<file path="config.mk">
export PLATFORM = sky130hd
export DESIGN_NAME = cmw_ctrl
export DESIGN_NICKNAME = d
export VERILOG_FILES = /design/src/cmw_pkg.sv /design/src/cmw_ctrl.sv
export VERILOG_INCLUDE_DIRS = /design/src
export SDC_FILE = /design/constraint.sdc
export NUM_CORES = 1
export LEC_CHECK = 0
export BUFFER_PORTS_ARGS = -buffer_cell sky130_fd_sc_hd__buf_4
export CAP_MARGIN = 20
export CORE_MARGIN = 2
export CORE_UTILIZATION = 55
export DETAILED_ROUTE_END_ITERATION = 16
export HOLD_SLACK_MARGIN = 0.06
export PLACE_DENSITY = 0.72
export SLEW_MARGIN = 15
export SYNTH_ARGS = -nofsm -noshare
export SYNTH_HDL_FRONTEND = slang
export SYNTH_SLANG_ARGS = --single-unit
</file>
<file path="constraint.sdc">
create_clock -name clk -period 3.5 [get_ports clk]
set_clock_uncertainty 0.05 [all_clocks]
set_input_delay 0.7 -clock clk [delete_from_list [all_inputs] [get_ports clk]]
set_output_delay 0.7 -clock clk [all_outputs]
set_load 0.1 [all_outputs]
</file>
<file path="src/cmw_cfg.svh">
/*
 constants of the transceiver mode and wake-up control: timing figures and
 cycle counts at a 10 MHz clock; assumes a single clock domain
*/
`ifndef CMW_CFG_SVH
`define CMW_CFG_SVH

`define CMW_CLK_MHZ          10
// wake filters in ns, timeouts in us
`define CMW_WAKE_FLT1_NS     500
`define CMW_WAKE_FLT2_NS     80
`define CMW_WAKE_WIN_US      1500
`define CMW_DOM_TO_US        2500
`define CMW_TOGGLE_DLY_NS    1300
`define CMW_SN_DELAY_US      40
`define CMW_PWR_DELAY_US     300
// least times round up, longest times round down
`define CMW_WAKE_FLT1_CYC    ((`CMW_WAKE_FLT1_NS * `CMW_CLK_MHZ + 999) / 1000)
`define CMW_WAKE_FLT2_CYC    ((`CMW_WAKE_FLT2_NS * `CMW_CLK_MHZ + 999) / 1000)
`define CMW_WAKE_WIN_CYC     (`CMW_WAKE_WIN_US * `CMW_CLK_MHZ)
`define CMW_DOM_TO_CYC       (`CMW_DOM_TO_US * `CMW_CLK_MHZ)
`define CMW_TOGGLE_DLY_CYC   ((`CMW_TOGGLE_DLY_NS * `CMW_CLK_MHZ) / 1000)
`define CMW_SN_DELAY_CYC     (`CMW_SN_DELAY_US * `CMW_CLK_MHZ)
`define CMW_PWR_DELAY_CYC    (`CMW_PWR_DELAY_US * `CMW_CLK_MHZ)

`endif

</file>
<file path="src/cmw_pkg.sv">
/*
 types of the transceiver mode and wake-up control
 assumes cmw_cfg.svh for all figures
*/
package cmw_pkg;
    typedef enum logic [1:0] {
        CMW_OFF     = 2'b00,
        CMW_STANDBY = 2'b01,
        CMW_TO_NORM = 2'b10,
        CMW_NORMAL  = 2'b11
    } cmw_mode_t;

    typedef enum logic [1:0] {
        CMW_W_IDLE = 2'b00,
        CMW_W_DOM1 = 2'b01,
        CMW_W_REC2 = 2'b10,
        CMW_W_DOM3 = 2'b11
    } cmw_wake_t;

    typedef struct packed {
        cmw_mode_t   mode;
        cmw_wake_t   wst;
        logic        woke;
        logic [15:0] win_cnt;
        logic [15:0] flt_cnt;
        logic [15:0] mode_cnt;
        logic [15:0] dom_cnt;
        logic        dom_lock;
        logic        ot_lock;
        logic        tx_prev;
        logic [3:0]  tgl_cnt;
        logic        rx_q;
        logic        rx_oe;
        logic        drv_on;
        logic        term_on;
        logic        ready;
    } cmw_state_t;
endpackage

</file>
<file path="src/cmw_ctrl.sv">
/*
 mode, transmit relay, receive report and wake-up detection of a high-speed
 bus transceiver. assumes all inputs synchronous to clk; the analog comparators
 deliver bus_dominant, core_uv, io_uv, over_temp, temp_recovered as levels.
*/
// Contract
// RQ1: normal mode drives rx pin push-pull, low when dominant, high when recessive
// RQ2: standby releases rx push-pull; pin rests high via pull-up
// RQ3: after wake-up, push-pull resumes and reports; no-wake variant keeps high
// RQ4: normal with tx high keeps drivers off, bus recessive
// RQ5: normal with tx low turns drivers on, bus dominant
// RQ6: standby drivers off; wake variant terminates bus, else high-impedance
// RQ7: standby_select low gives normal, high or open gives standby
// RQ8: standby_select pulled up internally so open means standby
// RQ9: standby ignores tx and never drives the bus nor live rx
// RQ10: wake needs dominant > filter1, recessive > filter2, dominant > filter2
// RQ11: all three wake events within window timeout, else nothing reported
// RQ12: after wake, rx follows bus with longer toggle report delay
// RQ13: io undervoltage: unpowered, bus high-impedance, all activity stops
// RQ14: tx pulled up internally so open tx means recessive
// RQ15: tx low beyond dominant timeout disables drivers
// RQ16: after dominant timeout, tx high re-enables transmission
// RQ17: overtemp disables driver until cooled and tx high-to-low edge
// RQ18: core undervoltage forces standby; wake detection still works
// RQ19: standby to normal completes within 40 us
// RQ20: ready within 300 us after power-up
// RQ21: filter and timeout durations are cycle-count parameters
// RQ22: build options for wake-up support and dominant protection
`timescale 1ns/10ps
`include "cmw_cfg.svh"

module cmw_ctrl
    import cmw_pkg::*;
#(
    parameter bit          WAKE_EN   = 1'b1,                        // RQ22
    parameter bit          DOM_PROT  = 1'b1,                        // RQ22
    parameter int unsigned FLT1_CYC  = `CMW_WAKE_FLT1_CYC,          // RQ21
    parameter int unsigned FLT2_CYC  = `CMW_WAKE_FLT2_CYC,          // RQ21
    parameter int unsigned WIN_CYC   = `CMW_WAKE_WIN_CYC,           // RQ21
    parameter int unsigned DOM_CYC   = `CMW_DOM_TO_CYC,             // RQ21
    parameter int unsigned TGL_CYC   = `CMW_TOGGLE_DLY_CYC,
    parameter int unsigned SN_CYC    = `CMW_SN_DELAY_CYC,
    parameter int unsigned PWR_CYC   = `CMW_PWR_DELAY_CYC
)
(
    input  wire logic clk,
    input  wire logic rstn,
    input  wire logic standby_select,
    input  wire logic tx_data_in,
    input  wire logic bus_dominant,
    input  wire logic core_uv,
    input  wire logic io_uv,
    input  wire logic over_temp,
    input  wire logic temp_recovered,
    output logic      rx_data_out,
    output logic      rx_data_oe,
    output logic      bus_drive_on,
    output logic      bus_term_on,
    output logic      wake_reported,
    output logic      normal_active,
    output logic      device_ready
);

    cmw_state_t s_q;
    cmw_state_t s_d;

    // saturating increment shared by all timers except the 4-bit tgl_cnt
    function automatic logic [15:0] inc16(input logic [15:0] v);
        inc16 = (v == 16'hffff) ? v : v + 16'h0001;
    endfunction

    logic stb_eff;
    logic tx_eff;

    // open pins: the pad pull-ups resolve to 1 before reaching here
    assign stb_eff = standby_select | core_uv;                      // RQ7 RQ8 RQ18
    assign tx_eff  = tx_data_in;                                    // RQ14

    always_comb
    begin
        s_d = s_q;
        s_d.tx_prev = tx_eff;
        s_d.ready = s_q.ready | (s_q.mode_cnt >= 16'(PWR_CYC));

        // mode sequencing
        case (s_q.mode)
            CMW_OFF:
            begin
                s_d.mode_cnt = inc16(s_q.mode_cnt);
                if (s_q.mode_cnt >= 16'(PWR_CYC))                   // RQ20
                begin
                    s_d.mode = CMW_STANDBY;
                    s_d.mode_cnt = 16'h0000;
                end
            end
            CMW_STANDBY:
            begin
                s_d.mode_cnt = 16'h0000;
                if (!stb_eff)
                    s_d.mode = CMW_TO_NORM;
            end
            CMW_TO_NORM:
            begin
                // settle the bias before driving; bounded by the 40 us limit
                s_d.mode_cnt = inc16(s_q.mode_cnt);
                if (stb_eff)
                    s_d.mode = CMW_STANDBY;
                else if (s_q.mode_cnt + 16'h0001 >= 16'(SN_CYC))    // RQ19
                    s_d.mode = CMW_NORMAL;
            end
            CMW_NORMAL:
            begin
                if (stb_eff)
                    s_d.mode = CMW_STANDBY;                         // RQ7 RQ18
            end
            default: s_d.mode = CMW_OFF;
        endcase

        // dominant timeout lock
        if (DOM_PROT && s_q.mode == CMW_NORMAL && !tx_eff)
            s_d.dom_cnt = inc16(s_q.dom_cnt);
        else
            s_d.dom_cnt = 16'h0000;
        if (DOM_PROT && s_q.dom_cnt >= 16'(DOM_CYC))
            s_d.dom_lock = 1'b1;                                    // RQ15
        else if (tx_eff)
            s_d.dom_lock = 1'b0;                                    // RQ16

        // overtemperature lock, re-armed by a falling tx edge once cooled
        if (over_temp)
            s_d.ot_lock = 1'b1;                                     // RQ17
        else if (s_q.ot_lock && temp_recovered && s_q.tx_prev && !tx_eff)
            s_d.ot_lock = 1'b0;                                     // RQ17

        // wake-up detector, runs only in standby of a wake-capable build
        s_d.flt_cnt = inc16(s_q.flt_cnt);
        if (s_q.wst != CMW_W_IDLE)
            s_d.win_cnt = inc16(s_q.win_cnt);
        if (!WAKE_EN || s_q.mode != CMW_STANDBY)
        begin
            s_d.wst = CMW_W_IDLE;
            s_d.woke = 1'b0;
            s_d.win_cnt = 16'h0000;
            s_d.flt_cnt = 16'h0000;
        end
        else if (!s_q.woke)
        begin
            case (s_q.wst)
                CMW_W_IDLE:
                begin
                    s_d.flt_cnt = 16'h0000;
                    s_d.win_cnt = 16'h0000;
                    if (bus_dominant)
                        s_d.wst = CMW_W_DOM1;
                end
                CMW_W_DOM1:
                begin
                    if (!bus_dominant)
                    begin
                        s_d.flt_cnt = 16'h0000;
                        s_d.wst = (s_q.flt_cnt > 16'(FLT1_CYC)) ?   // RQ10
                                  CMW_W_REC2 : CMW_W_IDLE;
                    end
                end
                CMW_W_REC2:
                begin
                    if (bus_dominant)
                    begin
                        s_d.flt_cnt = 16'h0000;
                        // a short recessive glitch returns to event 1, whose filter restarts from zero
                        s_d.wst = (s_q.flt_cnt > 16'(FLT2_CYC)) ?   // RQ10
                                  CMW_W_DOM3 : CMW_W_DOM1;
                    end
                end
                CMW_W_DOM3:
                begin
                    if (s_q.flt_cnt > 16'(FLT2_CYC))
                        s_d.woke = 1'b1;                            // RQ10
                    else if (!bus_dominant)
                    begin
                        s_d.flt_cnt = 16'h0000;
                        s_d.wst = CMW_W_REC2;
                    end
                end
                default: s_d.wst = CMW_W_IDLE;
            endcase
            // a stuck dominant bus never completes the pattern in time
            if (s_q.wst != CMW_W_IDLE && s_q.win_cnt >= 16'(WIN_CYC)
                && !(s_q.wst == CMW_W_DOM3 && s_q.flt_cnt > 16'(FLT2_CYC)))
            begin
                s_d.wst = CMW_W_IDLE;                               // RQ11
                s_d.win_cnt = 16'h0000;
            end
        end

        // toggle report: rx follows the bus after a longer delay
        if (s_q.woke && ((!bus_dominant) != s_q.rx_q))
        begin
            s_d.tgl_cnt = s_q.tgl_cnt + 4'h1;
            if (s_q.tgl_cnt + 4'h1 >= 4'(TGL_CYC))
            begin
                s_d.rx_q = !bus_dominant;                           // RQ12
                s_d.tgl_cnt = 4'h0;
            end
        end
        else
            s_d.tgl_cnt = 4'h0;

        // pin drive
        if (s_q.mode == CMW_NORMAL)
        begin
            s_d.rx_q  = !bus_dominant;                              // RQ1
            s_d.rx_oe = 1'b1;                                       // RQ1
        end
        else if (s_q.woke)
            s_d.rx_oe = 1'b1;                                       // RQ3
        else
        begin
            s_d.rx_q  = 1'b1;                                       // RQ2 RQ9
            s_d.rx_oe = 1'b0;                                       // RQ2
        end

        s_d.drv_on = (s_q.mode == CMW_NORMAL) && !tx_eff            // RQ4 RQ5 RQ9
                     && !s_d.dom_lock && !s_d.ot_lock;              // RQ15 RQ17
        s_d.term_on = WAKE_EN && (s_q.mode != CMW_NORMAL)           // RQ6
                      && (s_q.mode != CMW_OFF);

        if (io_uv)
        begin
            s_d = '0;                                               // RQ13
            s_d.rx_q = 1'b1;
        end
    end

    always_ff @(posedge clk or negedge rstn)
    begin
        if (!rstn)
        begin
            s_q <= '0;
            s_q.rx_q <= 1'b1;
        end
        else
            s_q <= s_d;
    end

    assign rx_data_out   = s_q.rx_q;
    assign rx_data_oe    = s_q.rx_oe;
    assign bus_drive_on  = s_q.drv_on;
    assign bus_term_on   = s_q.term_on;
    assign wake_reported = s_q.woke;
    assign normal_active = (s_q.mode == CMW_NORMAL);
    assign device_ready  = s_q.ready;

endmodule // cmw_ctrl

</file>
==> results.md, run 1 <==
### Status
* complete, no violations — outcome

### Global routing
* 3,664 — vias in the first global route
* 0 — remaining global-route overflow
* 0 — antenna violations before repair
* 0.214 — GRT Overall Usage
* 16,900 microns — wire length of the first global-routing pass
* 82 — pin count of the biggest net entering global routing

### Setup path
* 3690 ps — Req. time, crit path
* 2810 ps — endpoint arrival time on the critical path
* flip-flop — Critical Path Start Type
* flip-flop to flip-flop — Setup Crit Path Kind
* ha_1 > nand4_1 > nor2_2 > nand4_1 > mux2i_1 > nor4_1 > a31oi_2 > mux2_4 — ordered cell list for the critical path
* 430 ps — slowest stage delay, CP
* flip-flop — type of destination of the critical path
* 8 — peak fanout along the critical path
* sky130_fd_sc_hd__nand4_1 — CP dominant cell by count
* sky130_fd_sc_hd__dfrtp_1 — slowest library cell on the worst path

### Power
* 0.00209 uW — leakage power figure
* 0.294 — Sw Share
* 633 uW — net load switching power
* 415 nW/um^2 — power density normalized to cell area
* 1520 uW — cell-internal power
* 0.459 — Sequential Power Share
* 0.181 — combinational share of power
* 0.269 mV — Peak supply drop
* 0.360 — clock network fraction of total power

### Cells and area
* 7.72% — P&R area growth vs syn
* 80 x sky130_fd_sc_hd__dfrtp_1, 77 x sky130_fd_sc_hd__nor2_1, 49 x sky130_fd_sc_hd__nand2_1, 45 x sky130_fd_sc_hd__o21ai_0, 30 x sky130_fd_sc_hd__nand3_1 — most frequent cells in the layout
* 583 — Layout Nets
* 0.0836 — share of post-route cells with drive strength above 1
* sky130_fd_sc_hd__dfrtp_1 — most common library cell in the layout ignoring fill and taps
* 0 — number of antenna repair diodes

### Synthesis
* 554 — gate count after technology mapping
* 1.00 — fraction of registers with async set/reset
* 579 — syn_nets
* 81 — number of storage elements in the synthesis netlist
* 0.416 — fraction of post-synthesis cell area in the top cell type by area
* sky130_fd_sc_hd__dfrtp_1 42%, sky130_fd_sc_hd__nor2_1 6.0%, sky130_fd_sc_hd__o21ai_0 4.7%, sky130_fd_sc_hd__ha_1 4.2%, sky130_fd_sc_hd__nand2_1 3.8% — leading cell types by total area after synthesis
* 61 — Cell variety after synth
* 8.69 sq um — Post-Syn Area per Cell
* sky130_fd_sc_hd__dfrtp_1 — library cell with the largest summed area after synthesis
* 0 — warning count from the yosys run
* sky130_fd_sc_hd__dfrtp_1 — Post-synth top flop
* 4810 sq um — Mapped Area
* 0 — Post-synth EDFFs
* 0.421 — share of synthesized area occupied by flip-flops and latches

### Floorplan
* 0.560 — Initial Util
* 34 — number of core rows
* 9510 sq um — die outline area
* 16 — Top Ports
* 8590 sq um — area of the core region
* 97.5 microns — Vert. Die Dim
* 97.5 microns — DIE WIDTH

### Placed design
* 0.845 — routability-driven placement congestion ratio
* 6480 microns — post-detail-place hpwl
* 895 ps — pre-CTS worst setup slack
* 15 — Port Buffer Count

### Detailed routing
* 177 — Iter 0 DRT Violations
* 3,869 — total vias in the final route
* 4 — total iterations of the first detailed-routing run
* 9520 microns — final WL
* 14.2 microns — WL per Instance
* 0 — # DRC
* 0 — number of nets still failing antenna checks after routing
* 5.77 — detail-routed via count per cell

### CTS
* 0 — Post-CTS Hold Buffers
* 0 — total of cells resized after clock tree synthesis
* 3 — H-tree Lvls
* sky130_fd_sc_hd__clkbuf_8 — clock tree root buffer cell
* 360 ps — clock latency on the worst-skew pair
* 81 — clock tree sinks
* done — CTS tree
* 2 — maximum count of clock buffers along a single path
* 9 — clock buffer count from CTS
* 0 — number of setup buffers added after CTS
* 90 ps — clock slew at the register clock pins of the worst setup and hold paths

### Timing
* false — unrepaired setup endpoints after global routing
* 2610 ps — time the final worst path needs with I/O delays and setup
* 0 — Final Max Tran Viols
* 885 ps — Final Worst Setup Slack
* 0.572 — relative slew slack
* 640 ps — Worst Tran Pin Value
* 0.382 GHz — highest attainable clock frequency
* 0 — total setup violations reported at the end of the flow
* 0 — hold violation total from the final report
* 0 ps — TNS Setup
* 0.747 — final cycle utilization of the critical path

### Run
* 0 — Max-Cap Viols

### Min path
* input port to asynchronous set/reset pin — worst hold-check path type

per-layer routing:
layer | part of all wire | GRT usage | routed length (microns) | vias up
met1 | 0.49 | 0.299 | 4630 | 1858
li1 | - | - | - | 1939
met5 | 0 | 0 | 0 | -
met3 | 0.033 | 0.0410 | 317 | 12
met4 | 0.015 | 0.0737 | 140 | 0
met2 | 0.47 | 0.336 | 4430 | 60
worst max-delay path, delay by kind of cell (launching register included):
family          cells  cell delay, ps
fa+ha+maj           1             280
flops               1             430
simple gates        4            1070
mux                 2             480
compound gates      1             180
Yosys cell counts, types with 2 or more instances:
| cell | instances |
|---|---|
| sky130_fd_sc_hd__nor3_1 | 25 |
| sky130_fd_sc_hd__xnor2_1 | 18 |
| sky130_fd_sc_hd__or3_1 | 7 |
| sky130_fd_sc_hd__buf_2 | 5 |
| sky130_fd_sc_hd__buf_4 | 4 |
| sky130_fd_sc_hd__clkbuf_1 | 11 |
| sky130_fd_sc_hd__and4_1 | 4 |
| sky130_fd_sc_hd__o21ai_0 | 45 |
| sky130_fd_sc_hd__xor2_1 | 21 |
| sky130_fd_sc_hd__nor2_4 | 2 |
| sky130_fd_sc_hd__inv_1 | 23 |
| sky130_fd_sc_hd__and3_1 | 8 |
| sky130_fd_sc_hd__buf_6 | 2 |
| sky130_fd_sc_hd__nand2_1 | 49 |
| sky130_fd_sc_hd__nor4_1 | 10 |
| sky130_fd_sc_hd__and2_1 | 3 |
| sky130_fd_sc_hd__a311o_1 | 3 |
| sky130_fd_sc_hd__a211o_1 | 2 |
| sky130_fd_sc_hd__a31oi_1 | 6 |
| sky130_fd_sc_hd__dfrtp_1 | 80 |
| sky130_fd_sc_hd__a21oi_1 | 19 |
| sky130_fd_sc_hd__a21o_1 | 6 |
| sky130_fd_sc_hd__nand3_1 | 30 |
| sky130_fd_sc_hd__nand2b_1 | 11 |
| sky130_fd_sc_hd__nand4_1 | 17 |
| sky130_fd_sc_hd__ha_1 | 16 |
| sky130_fd_sc_hd__o31ai_1 | 3 |
| sky130_fd_sc_hd__nor3_2 | 2 |
| sky130_fd_sc_hd__nor2b_1 | 6 |
| sky130_fd_sc_hd__o211ai_1 | 2 |
| sky130_fd_sc_hd__mux2i_1 | 6 |
| sky130_fd_sc_hd__a221oi_1 | 3 |
| sky130_fd_sc_hd__nor2_1 | 77 |
cell type report:
class                      count  area, sq um
inverter                      23         86.3
timing repair buffer          16          133
clock inverter                 4         76.3
tap                          108          135
fill                         740         3410
clock buffer                  11          151
sequential                    81         2030
multi-input combinational    427         2570
state kept, by name (all words and copies together) (netlist names):
name and cells:
s_q 75, bus_drive_on 1, bus_term_on 1, device_ready 1, rx_data_oe 1, rx_data_out 1, wake_reported 1
power groups by stage:
stage / Sequential, uW / Clock [uW] / Combinational (uW)
2_1_floorplan: 1040 / 0 / 258
3_3_place_gp: 1000 / 0 / 381
3_5_place_dp: 1000 / 0 / 386
4_1_cts: 986 / 804 / 388
5_1_grt: 992 / 835 / 431
6_report: 987 / 774 / 390
kinds of logic after synthesis:
group / Yosys count / synth area share
AND/OR/NAND/NOR: 264 / 0.276
AO/OA/AOI/OAI: 101 / 0.131
flip-flops: 81 / 0.421
buffers and inverters: 46 / 0.0437
XOR/XNOR: 39 / 0.0710
adder cells (fa/ha/maj): 16 / 0.0416
multiplexers: 7 / 0.0156
final timing paths:
path	startpoint	endpoint	slack, ps	depth (start not counted)
min	rstn	s_q[54]	250	1
max	s_q[28]	s_q[79]	890	8
min reg2reg	device_ready	device_ready	460	2
min in group clk	device_ready	device_ready	460	2
max in group asynchronous	rstn	s_q[69]	2550	2
max reg2reg	s_q[28]	s_q[79]	890	8
through the flow:
stage | utilization | total power (uW) | instance area, sq um | cells | hold slack [ps]
final | 0.603 | 2150 | 5180 | 670 | 247
after global routing | 0.603 | 2260 | 5180 | 670 | 274
after CTS | 0.601 | 2180 | 5160 | 669 | 473
after detailed placement | 0.574 | 1390 | 4940 | 654 | 452
after global placement | 0.574 | 1380 | 4940 | 654 | 438
after floorplan | - | 1300 | 4810 | 554 | 354
(Power assumes the default switching activity.)
==> run 2: changes to the inputs <==
- PLACE_DENSITY: 0.72 -> 0.75
- clock period: 3.5 -> 2.4 ns (I/O delays scaled with it)
==> run 2 against run 1 <==
  * Core utilization is 1.2 points higher
  * Setup slack worse by 730 ps
  * Cell area is 2.0% higher
  * Sequential cell count stayed put
  * Non-clock buffer count is 12 higher
  * Wire length is 5.2% higher
  * Register-to-register slack worse by 730 ps
  * Final cell count is 1.9% higher
==> results.md, run 2 (synthesis gave the netlist of run 1 again) <==
### Status
* complete, no violations — outcome

### Cells and area
* s_q — largest reg by FF count
* 0 — number of antenna repair diodes, unchanged
* 75 — Largest register FFs, unchanged
* 683 — non-filler instance count after layout, +1.9%
* sky130_fd_sc_hd__dfrtp_1 — most common library cell in the layout ignoring fill and taps
* 0.615 — Final Util, +0.0118
* 80 x sky130_fd_sc_hd__dfrtp_1, 77 x sky130_fd_sc_hd__nor2_1, 49 x sky130_fd_sc_hd__nand2_1, 45 x sky130_fd_sc_hd__o21ai_0, 30 x sky130_fd_sc_hd__nand3_1 — most frequent cells in the layout
* 595 — Layout Nets, +2.1%
* 0.108 — share of post-route cells with drive strength above 1, +0.0242
* 9.83% — P&R area growth vs syn

### Global routing
* 0 — remaining global-route overflow, unchanged
* 0.295 — met1 GRT Util, -0.00463
* 0 — antenna violations before repair, unchanged
* 3,879 — vias in the first global route, +5.9%
* met2 — most used routing layer
* 0.0309 — met3 Resource Use GR, -0.0101
* 43 — pin count of the biggest net entering global routing, -48%
* 0.221 — GRT Overall Usage, +0.00725
* 0.362 — met2 demand-to-capacity share in global routing, +0.0260
* 17,600 microns — wire length of the first global-routing pass, +4.5%

### Power
* 0.465 mV — Peak supply drop, +73%
* 0.00215 uW — leakage power figure, +3.1%
* 602 nW/um^2 — power density normalized to cell area, +45%

### Timing
* 0.937 — final cycle utilization of the critical path, +0.190
* 151 ps — Final Worst Setup Slack, -734 ps
* 0.445 GHz — highest attainable clock frequency, +16%
* 0 — Final Max Tran Viols, unchanged
* 2250 ps — time the final worst path needs with I/O delays and setup, -366 ps
* 533 ps — Worst Tran Pin Value, -107 ps
* 0.645 — relative slew slack, +0.0728
* 0 — total setup violations reported at the end of the flow, unchanged
* 0 ps — TNS Setup, unchanged
* false — unrepaired setup endpoints after global routing
* 0 — hold violation total from the final report, unchanged

### CTS
* 9 — clock buffer count from CTS, unchanged
* 3 — H-tree Lvls, unchanged
* 81 — clock tree sinks, unchanged
* sky130_fd_sc_hd__clkbuf_8 — clock tree root buffer cell
* 350 ps — clock latency on the worst-skew pair, about the same
* 90 ps — clock slew at the register clock pins of the worst setup and hold paths, about the same
* done — CTS tree
* 2 — maximum count of clock buffers along a single path, unchanged
* 0 — number of setup buffers added after CTS, unchanged

### Setup path
* flip-flop — Critical Path Start Type
* 2590 ps — Req. time, crit path, -1100 ps
* flip-flop — type of destination of the critical path
* flip-flop to flip-flop — Setup Crit Path Kind
* 9 — peak fanout along the critical path, +1
* 2440 ps — endpoint arrival time on the critical path, -370 ps

### Floorplan
* 9510 sq um — die outline area, unchanged
* 97.5 microns — Vert. Die Dim, unchanged
* 16 — Top Ports, unchanged
* 0.560 — Initial Util, unchanged
* 8590 sq um — area of the core region, unchanged
* 97.5 microns — DIE WIDTH, unchanged
* 34 — number of core rows, unchanged

### Placed design
* 0.840 — routability-driven placement congestion ratio, -0.57%
* 15 — Port Buffer Count, unchanged
* 166 ps — pre-CTS worst setup slack, -729 ps
* 667 — Placed Instances, +2.0%
* 7070 microns — post-detail-place hpwl, +9.2%

### Detailed routing
* 14.7 microns — WL per Instance, +3.2%
* 5 — total iterations of the first detailed-routing run, +1
* 0 — number of nets still failing antenna checks after routing, unchanged
* 5.90 — detail-routed via count per cell, +2.3%
* 10,000 microns — final WL, +5.2%
* 0 — # DRC, unchanged
* 187 — Iter 0 DRT Violations, +5.6%
* 4,033 — total vias in the final route, +4.2%

### Run
* 0 — Max-Cap Viols, unchanged

### Min path
* input port to asynchronous set/reset pin — worst hold-check path type

-- run 2: cell types whose count changed in the layout (fill, tap and decap cells not counted) --
cell,delta
sky130_fd_sc_hd__inv_8,+1
sky130_fd_sc_hd__nor4_2,+2
sky130_fd_sc_hd__nor4_1,-2
sky130_fd_sc_hd__inv_6,+1
sky130_fd_sc_hd__clkinv_2,+1
sky130_fd_sc_hd__clkbuf_8,-2
sky130_fd_sc_hd__clkinv_4,+1
sky130_fd_sc_hd__clkinvlp_4,-1
sky130_fd_sc_hd__buf_4,+12
-- run 2: area by class of cell --
type,instances,area [sq um]
clock buffer,9,124
multi-input combinational,427,2590
fill,748,3310
tap,108,135
timing repair buffer,28,223
clock inverter,7,103
sequential,81,2030
inverter,23,86.3
-- run 2: worst max-delay path, stage by stage, from the launching register on --
cell and delay (ps):
sky130_fd_sc_hd__dfrtp_1 520, sky130_fd_sc_hd__nand3_2 180, sky130_fd_sc_hd__or2_4 310, sky130_fd_sc_hd__nor2_4 80, sky130_fd_sc_hd__a221oi_1 80, sky130_fd_sc_hd__a211o_1 320
sky130_fd_sc_hd__a31oi_2 260, sky130_fd_sc_hd__mux2_4 320
-- run 2: timing repair --
item / in CTS / in global routing
endpoints found under the setup margin: 0 / 17
hold buffers: 0 / 0
gates resized for setup: 0 / 2
-- run 2: metal layers --
| metal | wire length (microns) | share of wire |
|---|---|---|
| met5 | 0 | 0 |
| met4 | 224 | 0.022 |
| met3 | 357 | 0.036 |
| met2 | 4780 | 0.48 |
| met1 | 4660 | 0.46 |
-- run 2: path summary, 6_finish.rpt --
path | from | end | slack [ps] | cells past startpoint
max | s_q[30] | s_q[79] | 150 | 7
min | rstn | s_q[5] | 50 | 1
max reg2reg | s_q[30] | s_q[79] | 150 | 7
min reg2reg | s_q[10] | s_q[10] | 470 | 2
max in group asynchronous | rstn | rx_data_out | 1600 | 2
min in group clk | over_temp | s_q[10] | 310 | 3
-- run 2: per-stage QoR --
stage | area (sq um) | hold slack (ps) | total power [uW]
finish | 5290 | 45.6 | 3180
global route | 5290 | 95.4 | 3340
CTS | 5270 | 60.9 | 3210
detailed placement | 5050 | 450 | 2070
global placement | 5050 | 438 | 2050
floorplan | 4810 | 134 | 1890
-- run 2: where the power goes --
part	internal (uW)	switching [uW]	total, uW	leakage (uW)
clock network	599	535	1130	0.000116
logic	197	409	606	0.000914
registers	1400	38.7	1440	0.00112
total	2200	983	3180	0.00215
